`config.mk`:
```
export PLATFORM = sky130hd
export DESIGN_NAME = rtcf_reset_timers
export DESIGN_NICKNAME = d
export VERILOG_FILES = /design/src/core/rtcf_pkg.sv /design/src/core/rtcf_reset_timers.sv
export SDC_FILE = /design/constraint.sdc
export NUM_CORES = 1
export LEC_CHECK = 0
export ABC_AREA = 1
export CAP_MARGIN = 20
export CELL_PAD_IN_SITES_DETAIL_PLACEMENT = 2
export CELL_PAD_IN_SITES_GLOBAL_PLACEMENT = 2
export CORE_ASPECT_RATIO = 0.8
export CORE_MARGIN = 1.5
export CORE_UTILIZATION = 37
export CTS_CLUSTER_SIZE = 12
export DETAILED_ROUTE_END_ITERATION = 7
export DONT_BUFFER_PORTS = 1
export PLACE_DENSITY = 0.88
export SYNTH_ARGS = -nofsm -noshare
export SYNTH_HDL_FRONTEND = slang
export SYNTH_SLANG_ARGS = --single-unit
```
`constraint.sdc`:
```
create_clock -name clk -period 2.8 [get_ports clk]
set_input_delay 0.28 -clock clk [delete_from_list [all_inputs] [get_ports clk]]
set_output_delay 0.28 -clock clk [all_outputs]
set_load 0.01 [all_outputs]
```
`src/core/rtcf_pkg.sv`:
```
// Constants for the reset timers and reset-cause flags block
package rtcf_pkg;
  // Clock and delay timing
  localparam int CLK_PERIOD_NS = 4;
  localparam int XTAL_STARTUP_OSC_CYCLES = 1024;
  localparam int PLL_LOCK_TIME_NS = 2000;
  localparam int PLL_LOCK_CYCLES = (PLL_LOCK_TIME_NS + CLK_PERIOD_NS - 1) / CLK_PERIOD_NS;
  localparam int XTAL_CNT_W = 11;
  localparam int PLL_CNT_W = 10;

  // Oscillator selection field codes
  localparam logic [2:0] OSC_LOW_POWER_CRYSTAL_MODE = 3'h0;
  localparam logic [2:0] OSC_MEDIUM_CRYSTAL_MODE = 3'h1;
  localparam logic [2:0] OSC_HIGH_SPEED_CRYSTAL_MODE = 3'h2;
  localparam logic [2:0] OSC_HIGH_SPEED_WITH_PLL_MODE = 3'h3;

  // Power mode codes
  localparam logic [1:0] PM_RUN = 2'h0;
  localparam logic [1:0] PM_IDLE = 2'h1;
  localparam logic [1:0] PM_SLEEP = 2'h2;

  // Cause flag positions, one-bit masks
  localparam int FLAG_W = 13;
  localparam logic [12:0] M_CORE_BOR = 13'h0001;
  localparam logic [12:0] M_CORE_POR = 13'h0002;
  localparam logic [12:0] M_IDLE = 13'h0004;
  localparam logic [12:0] M_PD = 13'h0008;
  localparam logic [12:0] M_WDT = 13'h0010;
  localparam logic [12:0] M_RI = 13'h0020;
  localparam logic [12:0] M_EXTERNAL_RESET_FLAG = 13'h0040;
  localparam logic [12:0] M_CM = 13'h0080;
  localparam logic [12:0] M_DEEP_SLEEP_FLAG = 13'h0100;
  localparam logic [12:0] M_VDD_BOR = 13'h0200;
  localparam logic [12:0] M_VDD_POR = 13'h0400;
  localparam logic [12:0] M_BATTERY_RESET_FLAG = 13'h0800;
  localparam logic [12:0] M_VBAT = 13'h1000;
  localparam logic [12:0] M_LOW_CLR = M_EXTERNAL_RESET_FLAG | M_RI | M_WDT | M_IDLE | M_CM;

  // Flag value after reset_n: first power-up state
  localparam logic [12:0] FLAGS_RESET = M_PD | M_CORE_BOR | M_CORE_POR | M_VDD_BOR |
                                        M_VDD_POR | M_BATTERY_RESET_FLAG;

  // Resume action codes, one-hot
  localparam logic [2:0] RESUME_ZERO = 3'h1;
  localparam logic [2:0] RESUME_PC_PLUS2 = 3'h2;
  localparam logic [2:0] RESUME_VECTOR = 3'h4;
  localparam logic [2:0] RESUME_NONE = 3'h0;

  // Register reset class codes, one-hot
  localparam logic [2:0] CLASS_POWER = 3'h1;
  localparam logic [2:0] CLASS_HARD = 3'h2;
  localparam logic [2:0] CLASS_WAKE = 3'h4;
  localparam logic [2:0] CLASS_NONE = 3'h0;

  // Start-up sequencer states
  typedef enum logic [3:0] {
    SEQ_POWERUP = 4'h1,
    SEQ_XTAL = 4'h2,
    SEQ_PLL = 4'h4,
    SEQ_RUN = 4'h8
  } rtcf_seq_t;
endpackage : rtcf_pkg

```
`src/core/rtcf_reset_timers.sv`:
```
// Start-up delay chain and reset-cause flag register
`timescale 1ns/1ps
module rtcf_reset_timers (
  // Clock and reset
  input wire logic clk,
  input wire logic reset_n,
  // External oscillator input pin
  input wire logic oscInputPin,
  // Configuration and power-up delay counter status
  input wire logic [2:0] oscillatorSelectField,
  input wire logic powerupDelayDone,
  input wire logic [1:0] powerMode,
  input wire logic globalInterruptEnable,
  input wire logic watchdogWindowEnable,
  input wire logic watchdogInSafeWindow,
  // Reset and wake-up event pulses
  input wire logic deepSleepPoweronEvent,
  input wire logic batteryModeEvent,
  input wire logic supplyPoweronEvent,
  input wire logic supplyBrownoutEvent,
  input wire logic corePoweronEvent,
  input wire logic coreBrownoutEvent,
  input wire logic deepSleepExitEvent,
  input wire logic retentionDeepSleepExitEvent,
  input wire logic powerManagedExitEvent,
  input wire logic masterClearPinEvent,
  input wire logic configMismatchEvent,
  input wire logic resetInstructionEvent,
  input wire logic watchdogEvent,
  input wire logic interruptWakeEvent,
  // Instruction pulses
  input wire logic clearWatchdogInstruction,
  input wire logic idleInstruction,
  input wire logic sleepInstruction,
  // Software access to the cause flags
  input wire logic flagWriteStrobe,
  input wire logic [rtcf_pkg::FLAG_W-1:0] flagWriteData,
  // Status and control outputs
  output logic [rtcf_pkg::FLAG_W-1:0] resetCauseFlags,
  output logic executionHold,
  output logic pllEnable,
  output logic crystalDelayActive,
  output logic pllLockActive,
  output logic [2:0] resumeAction,
  output logic [2:0] resetClass,
  output logic resumeValid
);
  import rtcf_pkg::*;

  function automatic logic [FLAG_W-1:0] applyMasks(
    input logic [FLAG_W-1:0] cur,
    input logic [FLAG_W-1:0] setM,
    input logic [FLAG_W-1:0] clrM
  );
    applyMasks = (cur & ~clrM) | setM;
  endfunction : applyMasks

  function automatic logic isCrystalMode(input logic [2:0] sel);
    isCrystalMode = (sel == OSC_LOW_POWER_CRYSTAL_MODE) || (sel == OSC_MEDIUM_CRYSTAL_MODE) ||
                    (sel == OSC_HIGH_SPEED_CRYSTAL_MODE) || (sel == OSC_HIGH_SPEED_WITH_PLL_MODE);
  endfunction : isCrystalMode

  // Oscillator pin synchroniser and edge filter
  logic oscSync1_q;
  logic oscSync2_q;
  logic oscSync3_q;
  logic oscLevel_q;
  logic oscRise;

  always_ff @(posedge clk) begin
    if (!reset_n) begin
      oscSync1_q <= 1'b0;
      oscSync2_q <= 1'b0;
      oscSync3_q <= 1'b0;
    end else begin
      oscSync1_q <= oscInputPin;
      oscSync2_q <= oscSync1_q;
      oscSync3_q <= oscSync2_q;
    end
  end

  // A change only counts once two stages agree
  always_ff @(posedge clk) begin
    if (!reset_n) begin
      oscLevel_q <= 1'b0;
    end else if (oscSync2_q == oscSync3_q) begin
      oscLevel_q <= oscSync3_q;
    end
  end

  assign oscRise = (oscSync2_q == oscSync3_q) && oscSync3_q && !oscLevel_q;

  // Event classification
  logic porLike;
  logic borLike;
  logic seqStart;
  logic pllSelected;

  assign porLike = deepSleepPoweronEvent | batteryModeEvent | supplyPoweronEvent |
                   corePoweronEvent | deepSleepExitEvent | retentionDeepSleepExitEvent;
  assign borLike = supplyBrownoutEvent | coreBrownoutEvent;
  assign seqStart = porLike | borLike | powerManagedExitEvent;
  assign pllSelected = (oscillatorSelectField == OSC_HIGH_SPEED_WITH_PLL_MODE);

  // Start-up sequencer
  rtcf_seq_t seqState_q;
  logic seqFromPor_q;
  logic seqXtal_q;
  logic [XTAL_CNT_W-1:0] xtalCount_q;
  logic [PLL_CNT_W-1:0] pllCount_q;
  logic xtalDone;
  logic pllDone;

  assign xtalDone = oscRise && (xtalCount_q == XTAL_CNT_W'(XTAL_STARTUP_OSC_CYCLES - 1));
  assign pllDone = (pllCount_q == PLL_CNT_W'(PLL_LOCK_CYCLES - 1));

  // Which delays this sequence will run, captured at its start
  always_ff @(posedge clk) begin
    if (!reset_n) begin
      seqFromPor_q <= 1'b1;
      seqXtal_q <= 1'b1;
    end else if (seqStart) begin
      seqFromPor_q <= porLike;
      seqXtal_q <= porLike | powerManagedExitEvent;
    end
  end

  always_ff @(posedge clk) begin
    if (!reset_n) begin
      seqState_q <= SEQ_POWERUP;
    end else if (porLike || borLike) begin
      seqState_q <= SEQ_POWERUP;
    end else if (powerManagedExitEvent) begin
      seqState_q <= SEQ_XTAL;
    end else begin
      unique case (seqState_q)
        SEQ_POWERUP: begin
          if (powerupDelayDone) begin
            seqState_q <= (seqXtal_q && isCrystalMode(oscillatorSelectField)) ? SEQ_XTAL :
                          SEQ_RUN;
          end
        end
        SEQ_XTAL: begin
          if (!isCrystalMode(oscillatorSelectField)) begin
            seqState_q <= SEQ_RUN;
          end else if (xtalDone) begin
            seqState_q <= (seqFromPor_q && pllSelected) ? SEQ_PLL : SEQ_RUN;
          end
        end
        SEQ_PLL: begin
          if (pllDone) begin
            seqState_q <= SEQ_RUN;
          end
        end
        SEQ_RUN: begin
          seqState_q <= SEQ_RUN;
        end
      endcase
    end
  end

  always_ff @(posedge clk) begin
    if (!reset_n || seqState_q != SEQ_XTAL || seqStart) begin
      xtalCount_q <= '0;
    end else if (oscRise) begin
      xtalCount_q <= xtalCount_q + XTAL_CNT_W'(1);
    end
  end

  // PLL lock delay runs on the system clock, independent of the crystal
  always_ff @(posedge clk) begin
    if (!reset_n || seqState_q != SEQ_PLL || seqStart) begin
      pllCount_q <= '0;
    end else begin
      pllCount_q <= pllCount_q + PLL_CNT_W'(1);
    end
  end

  always_ff @(posedge clk) begin
    if (!reset_n) begin
      executionHold <= 1'b1;
      crystalDelayActive <= 1'b0;
      pllLockActive <= 1'b0;
      pllEnable <= 1'b0;
    end else begin
      executionHold <= seqStart || (seqState_q != SEQ_RUN);
      crystalDelayActive <= (seqState_q == SEQ_XTAL) && !seqStart;
      pllLockActive <= (seqState_q == SEQ_PLL) && !seqStart;
      pllEnable <= pllSelected;
    end
  end

  // Cause flag event decode
  logic [FLAG_W-1:0] hwSet;
  logic [FLAG_W-1:0] hwClr;
  logic [2:0] actionNext;
  logic [2:0] classNext;

  always_comb begin
    hwSet = '0;
    hwClr = '0;
    actionNext = RESUME_NONE;
    classNext = CLASS_NONE;
    if (deepSleepPoweronEvent) begin
      hwSet = M_PD | M_CORE_BOR | M_CORE_POR | M_VDD_BOR | M_VDD_POR | M_BATTERY_RESET_FLAG;
      hwClr = M_LOW_CLR | M_DEEP_SLEEP_FLAG | M_VBAT;
      actionNext = RESUME_ZERO;
      classNext = CLASS_POWER;
    end else if (batteryModeEvent) begin
      hwSet = M_DEEP_SLEEP_FLAG | M_PD | M_CORE_BOR | M_CORE_POR | M_VDD_BOR | M_VDD_POR | M_VBAT;
      hwClr = M_LOW_CLR;
      actionNext = RESUME_ZERO;
      classNext = CLASS_POWER;
    end else if (supplyPoweronEvent) begin
      hwSet = M_PD | M_CORE_BOR | M_CORE_POR | M_VDD_BOR | M_VDD_POR;
      hwClr = M_LOW_CLR | M_DEEP_SLEEP_FLAG;
      actionNext = RESUME_ZERO;
      classNext = CLASS_POWER;
    end else if (corePoweronEvent) begin
      hwSet = M_PD | M_CORE_BOR | M_CORE_POR;
      hwClr = M_LOW_CLR | M_DEEP_SLEEP_FLAG;
      actionNext = RESUME_ZERO;
      classNext = CLASS_POWER;
    end else if (supplyBrownoutEvent) begin
      hwSet = M_PD | M_VDD_BOR;
      hwClr = M_RI | M_WDT | M_IDLE | M_CM;
      actionNext = RESUME_ZERO;
      classNext = CLASS_POWER;
    end else if (coreBrownoutEvent) begin
      hwSet = M_PD | M_CORE_BOR;
      hwClr = M_RI | M_WDT | M_IDLE | M_CM;
      actionNext = RESUME_ZERO;
      classNext = CLASS_POWER;
    end else if (deepSleepExitEvent) begin
      hwSet = M_DEEP_SLEEP_FLAG | M_PD | M_CORE_BOR | M_CORE_POR;
      hwClr = M_LOW_CLR;
      actionNext = RESUME_ZERO;
      classNext = CLASS_POWER;
    end else if (retentionDeepSleepExitEvent) begin
      hwSet = M_DEEP_SLEEP_FLAG | M_PD;
      hwClr = M_LOW_CLR | M_CORE_BOR | M_CORE_POR;
      actionNext = RESUME_ZERO;
      classNext = CLASS_POWER;
    end else if (masterClearPinEvent) begin
      hwSet = M_EXTERNAL_RESET_FLAG;
      if (powerMode == PM_IDLE) begin
        hwSet = M_EXTERNAL_RESET_FLAG | M_IDLE;
        hwClr = M_WDT | M_PD;
      end else if (powerMode == PM_SLEEP) begin
        hwClr = M_WDT | M_PD | M_IDLE;
      end
      actionNext = RESUME_ZERO;
      classNext = CLASS_HARD;
    end else if (configMismatchEvent) begin
      hwSet = M_CM;
      actionNext = RESUME_ZERO;
      classNext = CLASS_HARD;
    end else if (resetInstructionEvent) begin
      hwSet = M_RI;
      actionNext = RESUME_ZERO;
      classNext = CLASS_HARD;
    end else if (watchdogEvent) begin
      if (powerMode == PM_IDLE) begin
        hwSet = M_WDT | M_PD | M_IDLE;
        actionNext = RESUME_PC_PLUS2;
        classNext = CLASS_WAKE;
      end else if (powerMode == PM_SLEEP) begin
        hwSet = M_WDT;
        hwClr = M_PD | M_IDLE;
        actionNext = RESUME_PC_PLUS2;
        classNext = CLASS_WAKE;
      end else begin
        hwSet = M_WDT;
        actionNext = RESUME_ZERO;
        classNext = CLASS_HARD;
      end
    end else if (interruptWakeEvent && powerMode != PM_RUN) begin
      if (powerMode == PM_IDLE) begin
        hwSet = M_PD | M_IDLE;
        hwClr = M_WDT;
      end else begin
        hwClr = M_WDT | M_PD | M_IDLE;
      end
      actionNext = globalInterruptEnable ? RESUME_VECTOR : RESUME_PC_PLUS2;
      classNext = CLASS_WAKE;
    end else if (clearWatchdogInstruction) begin
      hwSet = M_PD;
      hwClr = (!watchdogWindowEnable || watchdogInSafeWindow) ? M_WDT : '0;
      actionNext = RESUME_PC_PLUS2;
    end else if (idleInstruction) begin
      hwSet = M_PD | M_IDLE;
      hwClr = M_WDT;
      actionNext = RESUME_PC_PLUS2;
    end else if (sleepInstruction) begin
      hwClr = M_WDT | M_PD | M_IDLE;
      actionNext = RESUME_PC_PLUS2;
    end
  end

  // Software write view: down flag inverted, deep-sleep only clears,
  // battery flags only clear
  logic [FLAG_W-1:0] swSet;
  logic [FLAG_W-1:0] swClr;

  always_comb begin
    swSet = '0;
    swClr = '0;
    if (flagWriteStrobe) begin
      swSet = flagWriteData & ~(M_PD | M_DEEP_SLEEP_FLAG | M_BATTERY_RESET_FLAG | M_VBAT);
      swClr = ~flagWriteData & ~M_PD;
      if (flagWriteData[3]) begin
        swClr = swClr | M_PD;
      end else begin
        swSet = swSet | M_PD;
      end
    end
  end

  // Hardware applied last so an event beats a same-cycle software clear
  always_ff @(posedge clk) begin
    if (!reset_n) begin
      resetCauseFlags <= FLAGS_RESET;
    end else begin
      resetCauseFlags <= applyMasks(applyMasks(resetCauseFlags, swSet, swClr),
                                    hwSet, hwClr);
    end
  end

  always_ff @(posedge clk) begin
    if (!reset_n) begin
      resumeAction <= RESUME_ZERO;
      resetClass <= CLASS_POWER;
      resumeValid <= 1'b0;
    end else begin
      resumeValid <= (actionNext != RESUME_NONE);
      if (actionNext != RESUME_NONE) begin
        resumeAction <= actionNext;
        resetClass <= classNext;
      end
    end
  end
endmodule : rtcf_reset_timers

```
[Word level (Yosys, flattened, before mapping)]
Cells that the tools add are included.
Cells by class
  add/sub/neg operators: 2
  equal/unequal tests: 21
  mux-type cells: 86
  bitwise operators: 17
  reductions and logical operators: 29
Operators by type and width (number)
  2-to-1 mux 13 bit: 27
  2-to-1 mux 3 bit: 30
  2-to-1 mux 4 bit: 15
  inverter 13 bit: 3
  2-to-1 mux 5 bit: 6
  AND 13 bit: 2
  bitwise OR 13 bit: 2
  one-hot mux 4 bit (4 select lines): 1
  2-to-1 mux 2 bit: 6
  adder 11 x 1 -> 11 bit, second input constant: 1
  equality test 11 x 10 -> 1 bit, second input constant: 1
  2-to-1 mux 11 bit: 1
  adder 10 x 1 -> 10 bit, second input constant: 1
  equality test 10 x 9 -> 1 bit, second input constant: 1
  logical OR 1 bit: 10
  inequality test 3 bit, second input constant: 3
  bitwise OR 1 bit: 9
  logical AND 1 bit: 8
  inequality test 4 bit, second input constant: 2
  equality test 3 x 2 -> 1 bit, second input constant: 2
  AND reduction 3 bit: 2
  equality test 4 x 1 -> 1 bit, second input constant: 1
  equality test 4 x 2 -> 1 bit, second input constant: 1
  equality test 4 x 3 -> 1 bit, second input constant: 1
  other kinds (15): 19
Word-level totals
  flip-flop bits (word level): 55
  bits of input ports: 43
  output and inout port bits: 24
  word-level logic and storage cells: 173

[Logic depth before layout (Yosys ltp)]
Gate-level depths: netlist (run 1).
  depth after elaboration: 20
  gate-level depth with buffers: 12
  depth with buffers taken out: 12

[Least setup slack after synthesis (run 1)]
No wires, ideal clock.
  path kind: input to register
  from: in powerMode[0]
  to: reg resumeAction[2]
  setup time: 124 ps
  arrival time: 1229 ps
  required time: 2676 ps
  setup slack: 1447 ps
  stages: 10
  buffers on the path: 0
  path through: inv_1 -> ha_1 -> inv_1 -> nand2_1 -> nand3b_1 -> nor2_1 -> nor2_1 -> nor2_4 -> nand3_1 -> o21ai_0
Between the ends
  cells in the longest elaborated chain, start to end: 16
  elaborated cells on any way between the ends: 20
  those cells by class: 2 x eq/ne; 15 x mux; 3 x reduce/logical
RTL lines
  start: declaration: line rtcf_reset_timers.sv:12  | input wire logic [1:0] powerMode,
  equality test 2 bit / nonzero test 2 bit (equally long branches): line rtcf_reset_timers.sv:267, rtcf_reset_timers.sv:277
  2-to-1 mux 2 bit / logical AND 1 bit (equally long branches): line rtcf_reset_timers.sv:267, rtcf_reset_timers.sv:277
  2-to-1 mux 2 bit / 2-to-1 mux 3 bit (equally long branches): line rtcf_reset_timers.sv:263, rtcf_reset_timers.sv:277
  2-to-1 mux 3 bit *: line rtcf_reset_timers.sv:262  | end else if (watchdogEvent) begin
  2-to-1 mux 3 bit *: line rtcf_reset_timers.sv:258  | end else if (resetInstructionEvent) begin
  2-to-1 mux 3 bit *: line rtcf_reset_timers.sv:254  | end else if (configMismatchEvent) begin
  2-to-1 mux 3 bit *: line rtcf_reset_timers.sv:244  | end else if (masterClearPinEvent) begin
  2-to-1 mux 3 bit *: line rtcf_reset_timers.sv:239  | end else if (retentionDeepSleepExitEvent) begin
  2-to-1 mux 3 bit *: line rtcf_reset_timers.sv:234  | end else if (deepSleepExitEvent) begin
  2-to-1 mux 3 bit *: line rtcf_reset_timers.sv:229  | end else if (coreBrownoutEvent) begin
  2-to-1 mux 3 bit *: line rtcf_reset_timers.sv:224  | end else if (supplyBrownoutEvent) begin
  2-to-1 mux 3 bit *: line rtcf_reset_timers.sv:219  | end else if (corePoweronEvent) begin
  2-to-1 mux 3 bit *: line rtcf_reset_timers.sv:214  | end else if (supplyPoweronEvent) begin
  2-to-1 mux 3 bit *: line rtcf_reset_timers.sv:209  | end else if (batteryModeEvent) begin
  2-to-1 mux 3 bit *: line rtcf_reset_timers.sv:204  | if (deepSleepPoweronEvent) begin
  nonzero test 3 bit: line rtcf_reset_timers.sv:336  | if (actionNext != RESUME_NONE) begin
  end signal: assignment: line rtcf_reset_timers.sv:337  | resumeAction <= actionNext;
  end: declaration: line rtcf_reset_timers.sv:44  | output logic [2:0] resumeAction,
Every way passes the cells marked *; elsewhere a longest branch is shown, timed or not.
A chain may end at the register's enable or synchronous reset.

[Worst setup path after layout (run 1)]
  from: reg oscSync2_q
  to: reg xtalCount_q[10]
Between the ends
  cells in the longest elaborated chain, start to end: 3
RTL lines
  start: declaration: line rtcf_reset_timers.sv:65  | logic oscSync2_q;
  start signal: assignment: line rtcf_reset_timers.sv:77  | oscSync2_q <= oscSync1_q;
  equality test 1 bit: line rtcf_reset_timers.sv:91  | assign oscRise = (oscSync2_q == oscSync3_q) && oscSync3_q && !oscLevel_q;
  logical AND 1 bit (2 in a row): line rtcf_reset_timers.sv:91
  end signal: assignment: line rtcf_reset_timers.sv:166  | xtalCount_q <= xtalCount_q + XTAL_CNT_W'(1);
  end: declaration: line rtcf_reset_timers.sv:109  | logic [XTAL_CNT_W-1:0] xtalCount_q;
Every way passes these cells.

==> results of run 1 <==
worst paths after layout:
| path | end | cells after the start | slack (ns) |
|---|---|---|---|
| worst min register to register | oscSync2_q | 2 | 0.43 |
| worst max-delay path | xtalCount_q[10] | 8 | 1.21 |
| worst max register to register | xtalCount_q[10] | 8 | 1.21 |
| worst min-delay path | resetCauseFlags[11] | 1 | 0.06 |
synth_stat cells (3+ instances only):
| cell type | n |
|---|---|
| buf_2 | 3 |
| a31oi_1 | 4 |
| xor2_1 | 5 |
| nor3_2 | 4 |
| nor2_2 | 4 |
| a21oi_1 | 19 |
| xnor2_1 | 4 |
| or2_2 | 4 |
| o21ai_0 | 9 |
| nor2_1 | 46 |
| nor3_1 | 4 |
| dfxtp_1 | 55 |
| nor2_4 | 4 |
| inv_1 | 43 |
| nand3b_1 | 3 |
| a21oi_2 | 4 |
| ha_1 | 6 |
| o211ai_1 | 4 |
| nand3_1 | 21 |
| nand4_1 | 8 |
| inv_2 | 4 |
| nand2_1 | 80 |
final cells by class:
cell class | count | area share
clock inverters | 1 | 0.00175
flip-flops and latches | 55 | 0.385
inverters | 51 | 0.0712
clock buffers | 7 | 0.0267
well taps | 87 | 0.0380
multi-input cells | 249 | 0.478
cells by family after synthesis:
| logic type | count (synthesis) |
|---|---|
| AND/OR/NAND/NOR | 186 |
| XOR/XNOR | 9 |
| buffers and inverters | 54 |
| AO/OA/AOI/OAI | 48 |
| flip-flops | 55 |
| adder cells (fa/ha/maj) | 6 |
worst max-delay path, stage by stage, from the launching register on:
cell and delay, ns:
dfxtp_1 0.35, ha_1 0.15, inv_1 0.06, nor2_4 0.18, nand3_1 0.21, nor3_2 0.21
nand3_1 0.12, xor2_1 0.14, nor2_1 0.05
flip-flops by register name, indices dropped and copies added, names as in the netlist:
signal and flops:
oscSync3_q 1, seqState_q 4, xtalCount_q 11, oscLevel_q 1
crystalDelayActive 1, pllEnable 1, pllCount_q 10, seqFromPor_q 1
oscSync1_q 1, resetCauseFlags 13, oscSync2_q 1, executionHold 1
pllLockActive 1, resetClass 3, resumeValid 1, seqXtal_q 1
resumeAction 3
stage by stage:
step / cell area, µm² / worst slack, ns
global placement: 2780 / 1.33
detailed placement: 2780 / 1.20
global route: 2860 / 1.05
floorplan: 2690 / 1.45
finish: 2860 / 1.21
CTS: 2860 / 1.20
routing by layer:
layer  wire length, µm  vias up  part of all wire  GRT usage
li1                  -     1164                 -          -
met1              3220     1125              0.43      0.244
met5                 0        -                 0          0
met4                58        0            0.0078     0.0408
met3               466        9             0.063     0.0581
met2              3700       53              0.50      0.353
power by group through the flow:
| stage | combinational, µW | sequential, µW | clock [µW] |
|---|---|---|---|
| 6_report | 75.3 | 794 | 433 |
| 5_1_grt | 87.3 | 795 | 477 |
| 4_1_cts | 77.0 | 794 | 452 |
| 3_5_place_dp | 76.4 | 812 | 0 |
| 3_3_place_gp | 71.9 | 812 | 0 |
| 2_1_floorplan | 62.1 | 811 | 0 |
==> results.cfg, run 1 <==
[setup_path]
startpoint = oscSync2_q
r2r-start = oscSync2_q
crit_path_end_kind = register
path_class = reg2reg
cp.required_ns = 3.01
start_kind = register
arrival_ns = 1.79
critPathMaxFanout = 8

[place]
dp.cells = 442
finalWeightedCongestion = 0.764
hpwl_um = 6120
portBuffers = 0

[clock_tree]
cts_setup_buffers = 0
cts-resized-gates = 0
cts_buffers = 5
insertion_delay_ns = 0.31
cts.sink_count = 55
cts-root-buf = clkbuf_8
path_clk_slew_ns = 0.09
htreeDepth = 2
cts_tree = done
clk_path_buf_depth = 2
cts.hold.buffers_added = 0

[timing]
max_freq_mhz = 631
timing.final.hold_violations = 0
fin_worst_skew_ns = 0.00398
relSlewSlack = 0.696
worstMarginPinSlew_ns = 0.455
grt_setup_unrepaired = no
holdWs_ns = 0.0560
slew_violations = 0
setup_violations = 0
setup_tns_ns = 0
period_needed_ns = 1.59
fin_crit_sh = 0.566

[final_layout]
fillers = 835
final_common_cell = nand2_1
drive_above_1_share = 0.110
stdcell_count = 450
final_core_util = 0.411
nets = 411
final_cell_mix = nand2_1, dfxtp_1, nor2_1, inv_1, nand3_1
syn_to_final_growth_pct = 6.52
diodes = 0
multi_input_area_mm2 = 0.00137
regArea_mm2 = 0.00110

[synth]
ys_async_sr_fraction = 0
yosys.area_share.xor_xnor = 0.0293
synth_top_cell_by_area = dfxtp_1
netlist.area_leader.share = 0.410
synthMuxAreaShare = 0
seq_area_frac_synth = 0.410
synth.cell_area_mm2 = 0.00269
yosysWarningCount = 0
synth_nets = 407
synth_adder_area_share = 0.0279
synth-compound-area-share = 0.109
synthTopCellsByArea = dfxtp_1, nand2_1, nor2_1, inv_1, nand3_1
ys_seq_elements = 55
ys.flop_type = dfxtp_1
synth_edf_count = 0
synthDistinctLibCells = 38
synth_top_family_by_area = simple AND/OR/NAND/NOR gates
synthCells = 358
synthSimpleGateAreaFrac = 0.343
avgSynthCellArea_um2 = 7.51

[global_routing]
grtUsageTotal = 0.200
grt_overflow = 0
antenna_found_initial = 0
grt_max_degree = 16
grt_pass1_wl_um = 12500
grt_pass1_vias = 2615

[detailed_routing]
drt_pass1_iterations = 4
via_per_inst = 5.22
vias = 2351
ant_nets = 0
wirelength_um = 7450
drt_iter0_drc = 50
drc = 0
wl_per_cell_um = 16.6

[die]
core_area_mm2 = 0.00696
rows = 27
start_util = 0.386
fp.dieW_um = 98.3
die_height_um = 79.2
pin_count = 67
die-area_mm2 = 0.00779

[job]
max_cap_viol_count = 0

[power]
p_total_uw = 1300
p_leak_uw = 0.00114
power_density_mw_per_mm2 = 455
swShare = 0.240
pwr-share-comb = 0.058
p_sw_uw = 313
ir_worst_vdd_mv = 0.232
internal_power_uw = 989
power_frac_clock = 0.332
seqPwrFrac = 0.610

[hold_path]
holdCritStartpoint = reset_n
hp-class = in2reg

[outcome]
status = finished clean
Power figures use the tool's default switching activity.
==> inputs of run 2 (changes only) <==
--- a/config.mk
+++ b/config.mk
@@ -11,11 +11,11 @@
 export CELL_PAD_IN_SITES_GLOBAL_PLACEMENT = 2
 export CORE_ASPECT_RATIO = 0.8
 export CORE_MARGIN = 1.5
-export CORE_UTILIZATION = 37
+export CORE_UTILIZATION = 31
 export CTS_CLUSTER_SIZE = 12
 export DETAILED_ROUTE_END_ITERATION = 7
 export DONT_BUFFER_PORTS = 1
-export PLACE_DENSITY = 0.88
+export PLACE_DENSITY = 0.8
 export SYNTH_ARGS = -nofsm -noshare
 export SYNTH_HDL_FRONTEND = slang
 export SYNTH_SLANG_ARGS = --single-unit
==> constraint.sdc (replaced) <==
create_clock -name clk -period 1.4 [get_ports clk]
set_input_delay 0.14 -clock clk [delete_from_list [all_inputs] [get_ports clk]]
set_output_delay 0.14 -clock clk [all_outputs]
set_load 0.01 [all_outputs]
==> results.cfg, run 2 (synthesized netlist as in run 1, its figures left out) <==
[setup_path]
path_class = reg2reg
arrival_ns = 1.60
start_kind = register
crit_path_end_kind = register
cp.required_ns = 1.59
critPathMaxFanout = 4

[place]
placed_cell_area_mm2 = 0.00287
portBuffers = 0
pre_cts_ws_ns = -0.104
finalWeightedCongestion = 0.757
hpwl_um = 5990

[final_layout]
largest_register_ffs = 13
largest-register = resetCauseFlags
nets = 443
fillers = 991
reg_top3 = resetCauseFlags x13, xtalCount_q x11, pllCount_q x10
diodes = 0
fin_area_mm2 = 0.00330
syn_to_final_growth_pct = 22.6
final_cell_mix = nand2_1, dfxtp_1, inv_1, nor2_1, nand3_1
final_common_cell = nand2_1
drive_above_1_share = 0.215

[die]
die-area_mm2 = 0.00924
pin_count = 67
core_area_mm2 = 0.00845
start_util = 0.318
fp.dieW_um = 107
rows = 30
die_height_um = 86.3

[global_routing]
grt_max_degree = 16
grt_pass1_wl_um = 13200
antenna_found_initial = 0
grtUsageTotal = 0.181
grt_pass1_vias = 2719
grt_overflow = 0

[power]
p_sw_uw = 656
power_frac_clock = 0.327
swShare = 0.246
seqPwrFrac = 0.595
p_leak_uw = 0.00128
ir_worst_vdd_mv = 0.359
power_density_mw_per_mm2 = 809
internal_power_uw = 2010
pwr-share-comb = 0.078

[detailed_routing]
wl_per_cell_um = 16.8
drt_pass1_iterations = 4
routed-wl-met3_um = 453
dr_wl_met2_um = 4450
wirelength_um = 8510
topRoutingLayerUsed = met4
drc = 0
via_per_inst = 4.89
vias = 2478
drt_iter0_drc = 46
ant_nets = 0
m1WireLength_um = 3560

[clock_tree]
cts_tree = done
insertion_delay_ns = 0.31
cts-root-buf = clkbuf_8
clk_path_buf_depth = 2
htreeDepth = 2
path_clk_slew_ns = 0.10
cts_buffers = 5
cts.sink_count = 55

[timing]
fin_crit_sh = 1.01
max_freq_mhz = 710
fin_worst_skew_ns = 0.00231
worstMarginPinSlew_ns = 0.468
setup_violations = 1
slew_violations = 0
grt_setup_unrepaired = yes
relSlewSlack = 0.688
final.setup.worst_slack_ns = -0.00860
timing.final.hold_violations = 0
period_needed_ns = 1.41

[outcome]
violations = negative setup slack
status = complete, but fails checks

[hold_path]
hp-class = in2reg

[job]
max_cap_viol_count = 0
## run 2: metrics by stage
| stage | total power, µW | utilization | hold WS, ns | setup TNS [ns] | cells |
|---|---|---|---|---|---|
| global placement | 1770 | 0.340 | 0.231 | 0 | 475 |
| finish | 2670 | 0.390 | 0.00822 | -0.00860 | 507 |
| floorplan | 1750 | - | 0.238 | 0 | 358 |
| global route | 2790 | 0.390 | 0.00707 | -0.696 | 507 |
| detailed placement | 1780 | 0.340 | 0.234 | -0.419 | 475 |
| CTS | 2690 | 0.371 | 0.00104 | -0.862 | 498 |
## run 2: final cells by class
class	instances	area (µm²)	share of cell area
repair buffers	32	280	0.0850
clock buffers	7	76.3	0.0232
inverters	51	204	0.0619
well taps	112	140	0.0425
multi-input cells	249	1480	0.448
flip-flops and latches	55	1110	0.338
clock inverters	1	5.00	0.00152
## run 2: what timing repair did
item	4_1_cts	5_1_grt
endpoints found under the setup margin	9	38
pin swaps	11	14
hold buffers	13	2
endpoints found under the hold margin	15	2
setup buffers	2	7
gates cloned	0	0
gates resized for setup	14	24
## run 2: worst max-delay path, stage by stage (launching register included)
cell     delay (ns)
dfxtp_1        0.37
nor2_2         0.22
nand2_1        0.13
nor2_1         0.23
nand3_2        0.14
nand4_1        0.13
a21oi_2        0.07
## run 2: worst paths after layout
check	from	end	slack [ns]	cells past startpoint
max reg2reg	seqState_q[2]	seqState_q[1]	-0.009	6
min reg2reg	oscSync1_q	oscSync2_q	0.43	2
max	seqState_q[2]	seqState_q[1]	-0.009	6
min	resetInstructionEvent	resetCauseFlags[5]	0.008	2
## run 2: power by group through the flow
| stage | clock network [µW] | logic [µW] | registers [µW] |
|---|---|---|---|
| 6_report | 873 | 207 | 1590 |
| 5_1_grt | 973 | 231 | 1590 |
| 2_1_floorplan | 0 | 124 | 1620 |
| 4_1_cts | 906 | 192 | 1590 |
| 3_3_place_gp | 0 | 147 | 1620 |
| 3_5_place_dp | 0 | 156 | 1620 |
## run 2: layer usage
layer,global-route usage,vias to the layer above
met5,0,-
li1,-,1223
met1,0.212,1202
met3,0.0556,5
met4,0.0327,0
met2,0.329,48
==> inputs of run 3 (changes only) <==
--- a/config.mk
+++ b/config.mk
@@ -5,13 +5,12 @@
 export SDC_FILE = /design/constraint.sdc
 export NUM_CORES = 1
 export LEC_CHECK = 0
-export ABC_AREA = 1
 export CAP_MARGIN = 20
 export CELL_PAD_IN_SITES_DETAIL_PLACEMENT = 2
 export CELL_PAD_IN_SITES_GLOBAL_PLACEMENT = 2
 export CORE_ASPECT_RATIO = 0.8
 export CORE_MARGIN = 1.5
-export CORE_UTILIZATION = 31
+export CORE_UTILIZATION = 33
 export CTS_CLUSTER_SIZE = 12
 export DETAILED_ROUTE_END_ITERATION = 7
 export DONT_BUFFER_PORTS = 1
==> results.cfg, run 3 <==
[final_layout]
largest_register_ffs = 13
fin_area_mm2 = 0.00321
final_common_cell = dfxtp_1
stdcell_count = 428
diodes = 0
multi_input_area_mm2 = 0.00149
regArea_mm2 = 0.00111
reg_top3 = resetCauseFlags x13, xtalCount_q x11, pllCount_q x10
nets = 373
final_cell_mix = dfxtp_1, nor2_1, buf_4, nand2_1, dlygate4sd3_1
largest-register = resetCauseFlags
syn_to_final_growth_pct = 26.9
drive_above_1_share = 0.201
fillers = 840

[synth]
avgSynthCellArea_um2 = 9.05
synth.cell_area_mm2 = 0.00253
synth_edf_count = 0
synthTopCellsByCount = dfxtp_1, nand2_1, nor2_1
synth_most_common_cell = dfxtp_1
synthCells = 280
ys_seq_elements = 55
ys_async_sr_fraction = 0
synthTopCellsByArea = dfxtp_1, xor2_1, nand2_1, nor2_1, mux2i_1
synth_nets = 329
ys.flop_type = dfxtp_1
seq_area_frac_synth = 0.435
yosysWarningCount = 0
netlist.area_leader.share = 0.435
synth_top_cell_by_area = dfxtp_1
synthDistinctLibCells = 56

[setup_path]
cp_slowest_cell = dfxtp_2
path_class = reg2reg
worstPathCellList = ha_4 -> nand3b_1 -> buf_4 -> nor4_2 -> xnor2_1 -> nor2_1
worst-path-buf-inv = 1
cp.required_ns = 1.61
crit_path_end_kind = register
critPathMaxFanout = 3
start_kind = register
cpLargestDelayFamily = simple AND/OR/NAND/NOR gates
arrival_ns = 1.60
cp_slowest_stage_delay_ns = 0.36

[timing]
grt_setup_unrepaired = yes
period_needed_ns = 1.39
relSlewSlack = 0.678
slew_violations = 0
setup_violations = 0
fin_worst_skew_ns = 0.0118
timing.final.hold_violations = 0
max_freq_mhz = 720
fin_crit_sh = 0.992
worstMarginPinSlew_ns = 0.477
final.setup.worst_slack_ns = 0.0112

[power]
internal_power_uw = 2010
p_total_uw = 2630
pwr-share-comb = 0.076
p_leak_uw = 0.00118
power_frac_clock = 0.322
power_density_mw_per_mm2 = 819
p_sw_uw = 622
swShare = 0.236
seqPwrFrac = 0.602
ir_worst_vdd_mv = 0.357

[clock_tree]
cts.sink_count = 55
clk_path_buf_depth = 2
htreeDepth = 2
insertion_delay_ns = 0.31
cts_buffers = 5
cts-root-buf = clkbuf_8
path_clk_slew_ns = 0.10
cts_tree = done

[detailed_routing]
drc = 0
via_per_inst = 5.32
drt_iter0_drc = 55
ant_nets = 0
wirelength_um = 8290
vias = 2275
wl_per_cell_um = 19.4
drt_pass1_iterations = 4

[place]
finalWeightedCongestion = 0.783
pre_cts_ws_ns = -0.0974
dp.cells = 402
hpwl_um = 5620
portBuffers = 0
placed_cell_area_mm2 = 0.00280

[job]
max_cap_viol_count = 0

[global_routing]
antenna_found_initial = 0
grt_pass1_wl_um = 13400
grt_pass1_vias = 2579
grt_max_degree = 16
grtUsageTotal = 0.213
grt_overflow = 0

[die]
die-area_mm2 = 0.00822
start_util = 0.341
core_area_mm2 = 0.00743
fp.dieW_um = 101
pin_count = 67
die_height_um = 81.4
rows = 28

[hold_path]
hp-class = in2reg

[outcome]
status = finished clean
-- run 3: cell types whose count changed in the layout (fill, tap and decap cells not counted), sizes merged, moves of 9 or more --
cell   before  now
inv        48   12
nand2      82   25
a21oi      23   14
nor2       56   25
mux2i       0    9
and2        0    9
-- run 3: final timing paths --
| check | start | end | slack [ns] | cells past startpoint |
|---|---|---|---|---|
| hold / removal | oscillatorSelectField[2] | seqState_q[1] | 0.02 | 3 |
| setup / recovery | oscSync3_q | xtalCount_q[7] | 0.01 | 6 |
| hold reg to reg | pllCount_q[0] | pllCount_q[0] | 0.48 | 1 |
| setup reg to reg | oscSync3_q | xtalCount_q[7] | 0.01 | 6 |
-- run 3: cell type report --
| type | count | share of cell area |
|---|---|---|
| clock buffer | 5 | 0.0214 |
| clock inverter | 1 | 0.00234 |
| inverter | 12 | 0.0140 |
| multi-input combinational | 208 | 0.464 |
| sequential | 55 | 0.346 |
| tap | 105 | 0.0409 |
| timing repair buffer | 42 | 0.111 |
-- run 3: cell families after synthesis --
group / after synthesis / synth area share
buf+inv: 17 / 0.0306
xor+xnor: 17 / 0.0588
mux: 9 / 0.0356
compound gates: 50 / 0.125
simple gates: 126 / 0.285
flops: 55 / 0.435
fa+ha+maj: 6 / 0.0296
-- run 3: metal layers --
metal,routed length (µm),global-route usage,up-vias
li1,-,-,1083
met1,3600,0.262,1131
met2,4190,0.378,50
met3,379,0.0430,11
met4,117,0.0639,0
met5,0,0,-
-- run 3: power groups by stage --
stage	registers, µW	logic [µW]	clock network [µW]
3_5_place_dp	1620	148	0
4_1_cts	1590	193	877
3_3_place_gp	1620	142	0
2_1_floorplan	1620	107	0
6_report	1580	200	848
5_1_grt	1590	220	931
-- run 3: stage by stage --
stage	util	hold slack, ns	TNS, ns
after floorplan	-	0.248	0
after global placement	0.377	0.253	0
after detailed placement	0.377	0.266	-0.758
after CTS	0.423	0.00370	0
after global routing	0.433	0.0209	-0.391
final	0.433	0.0167	0
-- run 3: worst reg2reg max path: stages, from the launching register on --
cell,delay [ns]
dfxtp_2,0.36
ha_4,0.14
nand3b_1,0.11
buf_4,0.17
nor4_2,0.28
xnor2_1,0.17
nor2_1,0.06
-- run 3: what timing repair did --
action | CTS | global route
cloned | 0 | 0
resized for setup | 21 | 15
endpoints found under the setup margin | 15 | 20
setup buffers | 1 | 2
pin swaps | 5 | 8
hold buffers | 17 | 0
hold endpoints to repair | 19 | 0
